$ cat config.mk
export PLATFORM = sky130hd
export DESIGN_NAME = bvc_regs
export DESIGN_NICKNAME = d
export VERILOG_FILES = /design/src/logic/bvc_pkg.sv /design/src/logic/bvc_regs.sv
export VERILOG_INCLUDE_DIRS = /design/src /design/src/logic
export SDC_FILE = /design/constraint.sdc
export NUM_CORES = 1
export LEC_CHECK = 0
export BUFFER_PORTS_ARGS = -buffer_cell sky130_fd_sc_hd__clkbuf_2
export CAP_MARGIN = 20
export CORE_ASPECT_RATIO = 1.4
export CORE_MARGIN = 1
export CORE_UTILIZATION = 36
export CTS_BUF_LIST = sky130_fd_sc_hd__clkbuf_8
export CTS_CLUSTER_DIAMETER = 30
export CTS_CLUSTER_SIZE = 16
export DETAILED_ROUTE_END_ITERATION = 8
export GPL_TIMING_DRIVEN = 0
export HOLD_SLACK_MARGIN = 0.08
export PLACE_DENSITY = 0.58
export SYNTH_ARGS = -nofsm -noshare
export SYNTH_HDL_FRONTEND = slang
export SYNTH_SLANG_ARGS = --single-unit
$ cat constraint.sdc
create_clock -name i_clk -period 2 [get_ports i_clk]
set_input_delay 0.4 -clock i_clk [delete_from_list [all_inputs] [get_ports i_clk]]
set_output_delay 0.4 -clock i_clk [all_outputs]
set_load 0.005 [all_outputs]
$ cat src/logic/bvc_defines.svh
// Purpose: register offsets, field positions and reset values of the bank
// Assumes: byte addresses on an 8-bit register port, 32-bit data
// Notes:   definitions only; included by bare name
`ifndef BVC_DEFINES_SVH
`define BVC_DEFINES_SVH

// register byte offsets
`define BVC_OFF_ACK      8'hb0
`define BVC_OFF_DRV      8'hb4
`define BVC_OFF_PM       8'hb8
`define BVC_OFF_TEST1    8'hbc
`define BVC_OFF_TEST2    8'hc0
`define BVC_OFF_TEST3    8'hc4
`define BVC_OFF_STRAP    8'hc8
`define BVC_OFF_GPIO     8'hd8
`define BVC_OFF_EE       8'hdc
`define BVC_OFF_CAP      8'he0

// acknowledge latency fields
`define BVC_ACK_LSB      16
`define BVC_ACK_MSB      29
`define BVC_ACK_EN_BIT   30
`define BVC_ACK_RST      14'h0000

// serial driver select fields
`define BVC_CH0_LSB      0
`define BVC_CH0_MSB      3
`define BVC_CH1_LSB      4
`define BVC_CH1_MSB      7
`define BVC_DRV_RST      32'h0000_0000
`define BVC_MODE_RS232   4'h0
`define BVC_MODE_RS422   4'h1
`define BVC_MODE_RS485_4 4'hb
`define BVC_MODE_RS485_2 4'hf

// power management parameter
`define BVC_PM_MSB       5

// strap status fields
`define BVC_STRAP_MSB    13

// general pin control fields
`define BVC_GIN_LSB      0
`define BVC_GIN_MSB      7
`define BVC_GDIR_LSB     8
`define BVC_GDIR_MSB     15
`define BVC_GOUT_LSB     16
`define BVC_GOUT_MSB     23

// eeprom command fields
`define BVC_EE_START_BIT 0
`define BVC_EE_PRE_BIT   2
`define BVC_EE_CMD_LSB   3
`define BVC_EE_CMD_MSB   4
`define BVC_EE_ADR_LSB   5
`define BVC_EE_ADR_MSB   15
`define BVC_EE_DAT_LSB   16
`define BVC_EE_DAT_MSB   31

// link capability header values
`define BVC_CAP_ID       8'h10
`define BVC_CAP_NEXT     8'h00
`define BVC_CAP_VER      4'h1
`define BVC_CAP_TYPE     4'h1
`define BVC_CAP_SLOT     1'b0
`define BVC_CAP_MSGNUM   5'h00
`define BVC_CAP_RSV      2'h0

`define BVC_ZERO32       32'h0000_0000

`endif

$ cat src/logic/bvc_pkg.sv
// Purpose: types of the vendor configuration bank
// Assumes: nothing beyond the defines header
// Notes:   state of the bank is one packed struct
`default_nettype none
package bvc_pkg;
  typedef enum logic [1:0] {
    BVC_CMD_RSV0  = 2'b00,
    BVC_CMD_WRITE = 2'b01,
    BVC_CMD_READ  = 2'b10,
    BVC_CMD_RSV3  = 2'b11
  } bvc_ee_cmd_t;

  typedef enum logic {
    BVC_EE_IDLE = 1'b0,
    BVC_EE_BUSY = 1'b1
  } bvc_ee_fsm_t;

  typedef struct packed {
    logic [13:0] ack_user;
    logic        ack_en;
    logic [13:0] ack_eff;
    logic [31:0] drv_sel;
    logic [5:0]  pm_param;
    logic [13:0] strap_s1;
    logic [13:0] strap_s2;
    logic [13:0] strap;
    logic        strap_locked;
    logic [7:0]  gpio_s1;
    logic [7:0]  gpio_s2;
    logic [7:0]  gpio_dir;
    logic [7:0]  gpio_dout;
    logic        ee_start;
    logic        ee_preload;
    bvc_ee_cmd_t ee_cmd;
    logic [10:0] ee_addr;
    logic [15:0] ee_data;
    bvc_ee_fsm_t ee_fsm;
    logic        ee_req;
    logic        ee_write;
    logic [31:0] rdata;
  } bvc_state_t;
endpackage : bvc_pkg
`default_nettype wire

$ cat src/logic/bvc_regs.sv
// Purpose: vendor configuration register bank of the serial-port bridge
// Assumes: one 125 MHz clock, synchronous active-high reset,
//          autoload writes come from the eeprom loader on the same clock
// Notes:   reads answer one cycle after the read strobe, unmapped read 0
//
// Summary of operation
// 14-bit user ack latency in bits 29:16, reset zero, autoloadable, RW.
// bit 30 set selects user ack latency over built-in default.
// channel 0 driver mode in bits 3:0, reset RS232.
// channel 1 driver mode in bits 7:4, same codes, reset RS232.
// three read-only test registers always read zero.
// low and high drive straps in strap status bits 0 and 1.
// tx current straps bits 5:2, tx de-emphasis straps bits 9:6.
// rx termination bits 11:10, tx termination 13:12, upper bits zero.
// pin control bits 7:0 read live general pin levels.
// bit x+8 sets pin x direction, one means output.
// pin x driven from bit x+16 only while configured as output.
// software sets start bit 0 to launch an eeprom cycle.
// command 01 write, 10 read; 00 and 11 reserved, never issued.
// eeprom word address bits 15:5, write data bits 31:16, reset zero.
// capability id byte reads 10h.
// next-capability pointer reads 00h.
// capability version reads 0001b.
// device type field reads 1h, legacy endpoint.
// slot bit and interrupt message number read zero.
// start bit clears when the eeprom operation completes.
`default_nettype none
`include "bvc_defines.svh"

module bvc_regs #(
  parameter logic [13:0] ACK_DEFAULT = 14'h0000,
  parameter logic [5:0]  PM_RESET    = 6'h00
) (
  // clock and reset
  input  wire logic        i_clk,
  input  wire logic        i_srst,
  // register port
  input  wire logic [7:0]  i_addr,
  input  wire logic [31:0] i_wdata,
  input  wire logic        i_wr,
  input  wire logic        i_rd,
  output logic      [31:0] o_rdata,
  // eeprom autoload writes
  input  wire logic        i_al_wr,
  input  wire logic [7:0]  i_al_addr,
  input  wire logic [31:0] i_al_data,
  // strap pins
  input  wire logic        i_low_drive_strap,
  input  wire logic        i_high_drive_strap,
  input  wire logic [3:0]  i_tx_current_straps,
  input  wire logic [3:0]  i_tx_deemphasis_straps,
  input  wire logic [1:0]  i_rx_termination_straps,
  input  wire logic [1:0]  i_tx_termination_straps,
  // general purpose pins
  input  wire logic [7:0]  i_gpio_in,
  output logic      [7:0]  o_gpio_out,
  output logic      [7:0]  o_gpio_oe,
  // eeprom engine
  output logic             o_ee_req,
  output logic             o_ee_write,
  output logic      [10:0] o_ee_addr,
  output logic      [15:0] o_ee_wdata,
  input  wire logic        i_ee_done,
  input  wire logic [15:0] i_ee_rdata,
  output logic             o_ee_preload,
  // settings to the bridge core
  output logic      [13:0] o_ack_latency,
  output logic      [3:0]  o_ch0_mode,
  output logic      [3:0]  o_ch1_mode,
  output logic      [5:0]  o_pm_param
);

  bvc_pkg::bvc_state_t st;
  bvc_pkg::bvc_state_t next_st;
  logic [13:0]         strap_pins;
  logic [31:0]         cap_word;
  logic                sw_ee_wr;
  logic                ee_launch;
  logic                ee_refuse;

  // strap pins packed in status register order
  assign strap_pins = {i_tx_termination_straps, i_rx_termination_straps,
                       i_tx_deemphasis_straps, i_tx_current_straps,
                       i_high_drive_strap, i_low_drive_strap};

  // fixed capability header, nothing here is writable
  assign cap_word = {`BVC_CAP_RSV, `BVC_CAP_MSGNUM, `BVC_CAP_SLOT,
                     `BVC_CAP_TYPE, `BVC_CAP_VER,
                     `BVC_CAP_NEXT, `BVC_CAP_ID};

  // software write to the eeprom command register this cycle
  assign sw_ee_wr  = i_wr && (i_addr == `BVC_OFF_EE);
  assign ee_launch = (st.ee_fsm == bvc_pkg::BVC_EE_IDLE) && st.ee_start &&
                     ((st.ee_cmd == bvc_pkg::BVC_CMD_WRITE) ||
                      (st.ee_cmd == bvc_pkg::BVC_CMD_READ));
  assign ee_refuse = (st.ee_fsm == bvc_pkg::BVC_EE_IDLE) && st.ee_start &&
                     !ee_launch;

  // next-state logic of the whole bank
  always_comb begin
    next_st = st;
    // two-flop synchronisers; first stage feeds only the second
    next_st.strap_s1 = strap_pins;
    next_st.strap_s2 = st.strap_s1;
    next_st.gpio_s1  = i_gpio_in;
    next_st.gpio_s2  = st.gpio_s1;
    // straps track the pins until autoload overrides them
    if (!st.strap_locked) begin
      next_st.strap = st.strap_s2;
    end

    // software writes to the writable registers
    if (i_wr) begin
      case (i_addr)
        `BVC_OFF_ACK: begin
          next_st.ack_user = i_wdata[`BVC_ACK_MSB:`BVC_ACK_LSB];
          next_st.ack_en   = i_wdata[`BVC_ACK_EN_BIT];
        end
        `BVC_OFF_DRV: begin
          next_st.drv_sel = i_wdata;
        end
        `BVC_OFF_PM: begin
          next_st.pm_param = i_wdata[`BVC_PM_MSB:0];
        end
        `BVC_OFF_GPIO: begin
          next_st.gpio_dir  = i_wdata[`BVC_GDIR_MSB:`BVC_GDIR_LSB];
          next_st.gpio_dout = i_wdata[`BVC_GOUT_MSB:`BVC_GOUT_LSB];
        end
        `BVC_OFF_EE: begin
          next_st.ee_preload = i_wdata[`BVC_EE_PRE_BIT];
          next_st.ee_cmd     = bvc_pkg::bvc_ee_cmd_t'(
                                 i_wdata[`BVC_EE_CMD_MSB:`BVC_EE_CMD_LSB]);
          next_st.ee_addr    = i_wdata[`BVC_EE_ADR_MSB:`BVC_EE_ADR_LSB];
          next_st.ee_data    = i_wdata[`BVC_EE_DAT_MSB:`BVC_EE_DAT_LSB];
        end
        default: begin
        end
      endcase
    end

    // autoload wins over a software write in the same cycle
    if (i_al_wr) begin
      case (i_al_addr)
        `BVC_OFF_ACK: begin
          next_st.ack_user = i_al_data[`BVC_ACK_MSB:`BVC_ACK_LSB];
          next_st.ack_en   = i_al_data[`BVC_ACK_EN_BIT];
        end
        `BVC_OFF_DRV: begin
          next_st.drv_sel = i_al_data;
        end
        `BVC_OFF_PM: begin
          next_st.pm_param = i_al_data[`BVC_PM_MSB:0];
        end
        `BVC_OFF_STRAP: begin
          next_st.strap        = i_al_data[`BVC_STRAP_MSB:0];
          next_st.strap_locked = 1'b1;
        end
        default: begin
        end
      endcase
    end

    // effective ack latency: user value only when enabled
    next_st.ack_eff = st.ack_en ? st.ack_user : ACK_DEFAULT;

    // eeprom sequencer
    unique case (st.ee_fsm)
      bvc_pkg::BVC_EE_IDLE: begin
        if (ee_launch) begin
          next_st.ee_fsm   = bvc_pkg::BVC_EE_BUSY;
          next_st.ee_req   = 1'b1;
          next_st.ee_write = (st.ee_cmd == bvc_pkg::BVC_CMD_WRITE);
        end else if (ee_refuse) begin
          // reserved command: drop the request, never reach the engine
          next_st.ee_start = 1'b0;
        end
      end
      bvc_pkg::BVC_EE_BUSY: begin
        if (i_ee_done) begin
          next_st.ee_fsm   = bvc_pkg::BVC_EE_IDLE;
          next_st.ee_req   = 1'b0;
          next_st.ee_start = 1'b0;
          if (!st.ee_write) begin
            next_st.ee_data = i_ee_rdata;
          end
        end
      end
    endcase
    // a start written by software wins over the hardware clear
    if (sw_ee_wr && i_wdata[`BVC_EE_START_BIT]) begin
      next_st.ee_start = 1'b1;
    end else if (sw_ee_wr) begin
      next_st.ee_start = 1'b0;
    end

    // read data stands for one cycle only
    next_st.rdata = `BVC_ZERO32;
    if (i_rd) begin
      case (i_addr)
        `BVC_OFF_ACK: begin
          next_st.rdata[`BVC_ACK_MSB:`BVC_ACK_LSB] = st.ack_user;
          next_st.rdata[`BVC_ACK_EN_BIT]          = st.ack_en;
        end
        `BVC_OFF_DRV: begin
          next_st.rdata = st.drv_sel;
        end
        `BVC_OFF_PM: begin
          next_st.rdata[`BVC_PM_MSB:0] = st.pm_param;
        end
        `BVC_OFF_TEST1, `BVC_OFF_TEST2, `BVC_OFF_TEST3: begin
          next_st.rdata = `BVC_ZERO32;
        end
        `BVC_OFF_STRAP: begin
          next_st.rdata[`BVC_STRAP_MSB:0] = st.strap;
        end
        `BVC_OFF_GPIO: begin
          next_st.rdata[`BVC_GIN_MSB:`BVC_GIN_LSB]   = st.gpio_s2;
          next_st.rdata[`BVC_GDIR_MSB:`BVC_GDIR_LSB] = st.gpio_dir;
          next_st.rdata[`BVC_GOUT_MSB:`BVC_GOUT_LSB] = st.gpio_dout;
        end
        `BVC_OFF_EE: begin
          next_st.rdata[`BVC_EE_START_BIT] = st.ee_start;
          next_st.rdata[`BVC_EE_PRE_BIT]   = st.ee_preload;
          next_st.rdata[`BVC_EE_CMD_MSB:`BVC_EE_CMD_LSB] = st.ee_cmd;
          next_st.rdata[`BVC_EE_ADR_MSB:`BVC_EE_ADR_LSB] = st.ee_addr;
          next_st.rdata[`BVC_EE_DAT_MSB:`BVC_EE_DAT_LSB] = st.ee_data;
        end
        `BVC_OFF_CAP: begin
          next_st.rdata = cap_word;
        end
        default: begin
        end
      endcase
    end
  end

  // single state register, synchronous reset to documented defaults
  always_ff @(posedge i_clk) begin
    if (i_srst) begin
      st              <= '0;
      st.ack_user     <= `BVC_ACK_RST;
      st.ack_eff      <= ACK_DEFAULT;
      st.drv_sel      <= `BVC_DRV_RST;
      st.pm_param     <= PM_RESET;
      st.ee_cmd       <= bvc_pkg::BVC_CMD_RSV0;
      st.ee_fsm       <= bvc_pkg::BVC_EE_IDLE;
    end else begin
      st <= next_st;
    end
  end

  // outputs straight from the state register
  assign o_rdata       = st.rdata;
  assign o_ack_latency = st.ack_eff;
  assign o_ch0_mode    = st.drv_sel[`BVC_CH0_MSB:`BVC_CH0_LSB];
  assign o_ch1_mode    = st.drv_sel[`BVC_CH1_MSB:`BVC_CH1_LSB];
  assign o_pm_param    = st.pm_param;
  assign o_gpio_oe     = st.gpio_dir;
  assign o_gpio_out    = st.gpio_dout;
  assign o_ee_req      = st.ee_req;
  assign o_ee_write    = st.ee_write;
  assign o_ee_addr     = st.ee_addr;
  assign o_ee_wdata    = st.ee_data;
  assign o_ee_preload  = st.ee_preload;
endmodule : bvc_regs
`default_nettype wire

# Word-level counts from Yosys, hierarchy flattened

Cells that the tools add are included.
W data, S select, Z words.

Register bits: 208
Input port bits: 124
Output and inout bits: 106

Equality and inequality tests: 18
Multiplexer cells: 34
Bitwise gates (word level): 3
Reduce and logical (&&, ||, !) cells: 15

Operators with widths:

| kind                 | number |
|---|---|
| $mux W15             | 6 |
| $eq A8 B8 Y1 const B | 11 |
| $mux W38             | 2 |
| $mux W16             | 4 |
| $mux W32             | 2 |
| $pmux W8 S5          | 1 |
| $pmux W8 S4          | 1 |
| $pmux W4 S6          | 1 |
| $pmux W7 S3          | 1 |
| $mux W18             | 1 |
| $mux W14             | 1 |
| $mux W6              | 2 |
| $reduce_and A2 Y1    | 5 |
| $ne A4 B3 Y1 const B | 2 |
| $pmux W2 S3          | 1 |
| $logic_and A1 B1 Y1  | 5 |
| $mux W1              | 5 |
| $pmux W1 S5          | 1 |
| $ne A2 B2 Y1 const B | 2 |
| $ne A4 B2 Y1 const B | 1 |
| $pmux W1 S2          | 2 |
| $pmux W1 S4          | 1 |
| $pmux W2 S2          | 1 |
| $reduce_or A2 Y1     | 2 |
| other kinds (7)      | 9 |

# Depth between registers and ports, before layout

Depth in word-level cells: 10
Depth in mapped cells: 7

# Worst setup path before layout

Ideal clock, no wire load.

Path type: input-to-reg
Start point: input port i_addr[2]
End point: register st (netlist bit o_gpio_out[4])
Library setup time: 0.132 ns
Data arrival time: 1.891 ns
Data required time: 1.868 ns
Slack: -0.023 ns
Stages on the path: 6
Path buffers: 1
Cell sequence: or4b_2 -> nor2_2 -> nand2_1 -> clkbuf_1 -> nand2_1 -> a21oi_1

Word-level cells in the longest chain between the ends: 2

Ends and longest elaborated chain:

| element                            | RTL line        | RTL |
|---|---|---|
| from (decl)                        | bvc_regs.sv:38  | `input wire logic [7:0] i_addr,` |
| $eq A8 B8 Y1                       | bvc_regs.sv:114 | `case (i_addr)` |
| $reduce_and A2 Y1 (no source line) | --              |  |
| to (signal assigned)               | bvc_regs.sv:248 | `st <= next_st;` |
| to (decl)                          | bvc_regs.sv:73  | `bvc_pkg::bvc_state_t st;` |

No other way between the ends.
A chain may end at the register's enable or synchronous reset.

# Final worst setup path

Start point: input port i_addr[3]
End point: register st (netlist bit o_rdata[5])

Word-level cells in the longest chain between the ends: 2
Elaborated cells on any way between the ends: 7

Ends and longest elaborated chain:

| element       | RTL line        | RTL |
|---|---|---|
| $eq A8 B8 Y1  | bvc_regs.sv:199 | `case (i_addr)` |
| $pmux W4 S6 * | bvc_regs.sv:199 |  |

Mark *: on every way between the ends. The rest lies on a longest branch, timed or not.

==> impl_metrics.json <==
{
  "synth_edf_count": 0,
  "antenna_cells": 0,
  "seqPwrFrac_pct": 45.4,
  "finalCritPeriodShare_pct": 101,
  "power_density_nw_per_um2": 817,
  "final_hold_viol_count": 0,
  "syn_inst": 1000,
  "grt_pass1_wl_mm": 44.8,
  "synth_ff_type": "dfxtp_1",
  "final_cell_mix": "clkbuf_2, dfxtp_1, nand2_1",
  "htree_levels": 2,
  "vdd_ir_drop_max_uv": 583,
  "port_buffers": 229,
  "cpLargestDelayFamily": "simple AND/OR/NAND/NOR gates",
  "drtPass1Iterations": 5,
  "ctsLongestPathBuffers": 3,
  "fin_ws_ps": -20.9,
  "syn_nets": 1125,
  "via_per_inst": 5.04,
  "synthSimpleGateAreaFrac_pct": 20.6,
  "crit_required_ps": 2430,
  "endpoint_kind": "flip-flop",
  "arrival_ps": 2450,
  "ys_seq_area_share_pct": 47.9,
  "slew_headroom_pct": 48.1,
  "synth_warnings": 0,
  "setup_viol": 3,
  "final_cell_area_um2": 11400,
  "die_h_um": 186,
  "ys_seq_elements": 208,
  "place_area_um2": 10200,
  "p_switching_mw": 2.24,
  "synth_fa_ha_area_share_pct": 0.144,
  "violations": "negative setup slack",
  "worstSetupPathType": "in2reg",
  "synth_mux_area_share_pct": 1.73,
  "antenna_found_initial": 0,
  "critPathBufInv": 1,
  "combPwrFrac_pct": 4.3,
  "drt_iter0_markers": 793,
  "ys_types": 40,
  "cts_tree": "done",
  "intPower_mw": 7.05,
  "timing.critical_path.mode_cell": "or4_1",
  "route.detailed.drc": 0,
  "dieArea_um2": 24800,
  "grt_pass1_vias": 7925,
  "ys_async_sr_fraction_pct": 0,
  "hp-class": "in2reg",
  "groute.usage.overall_pct": 24.1,
  "vias": 8215,
  "yosys.area.top_type": "dfxtp_1",
  "outcome": "finished, violations left",
  "min_period_ps": 2020,
  "root_buffer": "clkbuf_8",
  "wl_mm": 30.4,
  "boundaryPins": 230,
  "final_common_cell": "clkbuf_2",
  "maxSlewViolCount": 0,
  "finalClockSkew_ps": 17.4,
  "yosys.area.top_type_share_pct": 47.9,
  "numCtsBuffers": 38,
  "synth_top_family_by_area": "simple AND/OR/NAND/NOR gates",
  "switching_share_pct": 24.1,
  "clock_sinks": 208,
  "wl_per_cell_um": 18.7,
  "regToRegSetupSlack_ps": 180,
  "nets": 1419,
  "critPathMaxStageDelay_ps": 610,
  "max_cap_viol_count": 0,
  "rsz0062_at_grt": "yes",
  "coreArea_um2": 23500,
  "cp_max_fo": 4,
  "final_antenna_net_count": 0,
  "syn2layout_area_growth_pct": 31.0,
  "synth.avg_cell_area_um2": 8.69,
  "synth_area_leaders": "dfxtp_1, buf_4, nand2_1",
  "netlist_area_um2": 8690,
  "worst_pin_slew_ps": 778,
  "fillers": 2398,
  "crit_chain": "clkbuf_2 -> or4_1 -> nor4b_2 -> or4_1 -> o21ai_0 -> a21oi_1",
  "drive_gt1_share_pct": 33.5,
  "rows": 66,
  "dp_hpwl_mm": 22.5,
  "grt.overflow.total": 0,
  "die_x_um": 133,
  "setup.worst_path.start_class": "input pin",
  "crit_slowest_cell": "or4_1",
  "initial_utilization_pct": 37.0,
  "total_power_mw": 9.29,
  "leakage_nw": 4.67,
  "clk_pin_slew_ps": 70,
  "synth_xor_area_share_pct": 0,
  "clockPowerShare_pct": 50.3,
  "worstSkewPairLatency_ps": 530,
  "fmax_mhz": 495,
  "synth_compound_area_share_pct": 17.1,
  "grt_max_degree": 12,
  "place.gp.congestion": 0.891
}
==> stage by stage <==
| step | util [%] | TNS [ps] | std cells | hold WS, ps | setup slack [ps] |
|---|---|---|---|---|---|
| global route | 48.5 | -53.8 | 1629 | 87.5 | -42.1 |
| finish | 48.5 | -60.7 | 1629 | 99.5 | -20.9 |
| CTS | 48.3 | 0 | 1624 | 83.4 | 3.45 |
| global placement | 43.6 | -71400 | 1535 | 417 | -1220 |
| detailed placement | 43.7 | -69490 | 1536 | 420 | -870 |
| floorplan | - | 0 | 1000 | 414 | 17.7 |
==> synthesized netlist by cell type (all sizes together) (2+ instances only) <==
cell type    n
nor4         3
o21ai        3
nand4b       2
dfxtp      208
a211oi      14
mux2i       15
inv          4
a222oi      15
clkbuf      56
a21oi       58
nor2       102
nand3       24
nand3b       3
nand2      185
nor3b        2
o31ai        2
nor2b       46
and2        17
nand2b       2
or4          2
a311oi      69
a22oi       37
buf        120
==> cell families after synthesis <==
family                   after synthesis
multiplexers                          15
adder cells (fa/ha/maj)                1
AO/OA/AOI/OAI                        201
buffers and inverters                180
AND/OR/NAND/NOR                      395
flip-flops                           208
==> power by group through the flow <==
| stage | Combinational [mW] | Sequential [mW] | Clock, mW |
|---|---|---|---|
| 6_report | 0.399 | 4.22 | 4.68 |
| 5_1_grt | 0.429 | 4.22 | 4.92 |
| 4_1_cts | 0.397 | 4.21 | 4.75 |
| 3_5_place_dp | 0.366 | 4.31 | 0 |
| 3_3_place_gp | 0.364 | 4.31 | 0 |
| 2_1_floorplan | 0.127 | 4.30 | 0 |
==> repair_timing <==
action / in CTS / in global routing
setup buffers: 0 / 5
setup endpoints to repair: 45 / 81
hold endpoints to repair: 19 / 0
resized for setup: 3 / 18
pin swaps: 0 / 1
hold buffers: 19 / 0
==> flip-flops by register name, summed over array words and instances, names as in the netlist <==
register / flops
st: 80
o_rdata: 32
next_st: 22
o_ee_wdata: 16
o_ack_latency: 14
o_ee_addr: 11
o_gpio_oe: 8
o_gpio_out: 8
o_pm_param: 6
o_ch0_mode: 4
o_ch1_mode: 4
o_ee_preload: 1
o_ee_req: 1
o_ee_write: 1
==> layout make-up <==
type	instances	area (um^2)	share of cell area [%]
well taps	306	383	3.36
clock buffers	39	537	4.72
repair buffers	255	1390	12.2
flip-flops and latches	208	4160	36.6
plain buffers	175	1080	9.53
clock inverters	30	344	3.02
inverters	4	15.0	0.132
multi-input cells	612	3460	30.4
==> worst paths after layout <==
| check | startpoint | end | cells past startpoint |
|---|---|---|---|
| worst min register to register | next_st[82] | st[82] | 1 |
| worst min-delay path | i_gpio_in[1] | next_st[83] | 2 |
| worst max-delay path | i_addr[3] | o_rdata[5] | 6 |
| worst max register to register | st[34] | o_ee_wdata[12] | 6 |
==> worst reg2reg max path, stage by stage, from the launching register on <==
cell      delay, ps
dfxtp_1         340
nand2_1         110
or2_2           130
clkbuf_1        170
clkbuf_1        620
nor2_1           80
a311oi_1        270
==> routing by layer <==
metal | share of wire [%] | up-vias | wire length (um) | GRT usage [%]
met5 | 0 | - | 0 | 0
met2 | 52 | 413 | 15700 | 44.7
li1 | - | 3975 | - | -
met3 | 6.8 | 76 | 2080 | 4.33
met4 | 3.9 | 0 | 1180 | 11.7
met1 | 38 | 3751 | 11400 | 26.2
Power figures use the tool's default switching activity.
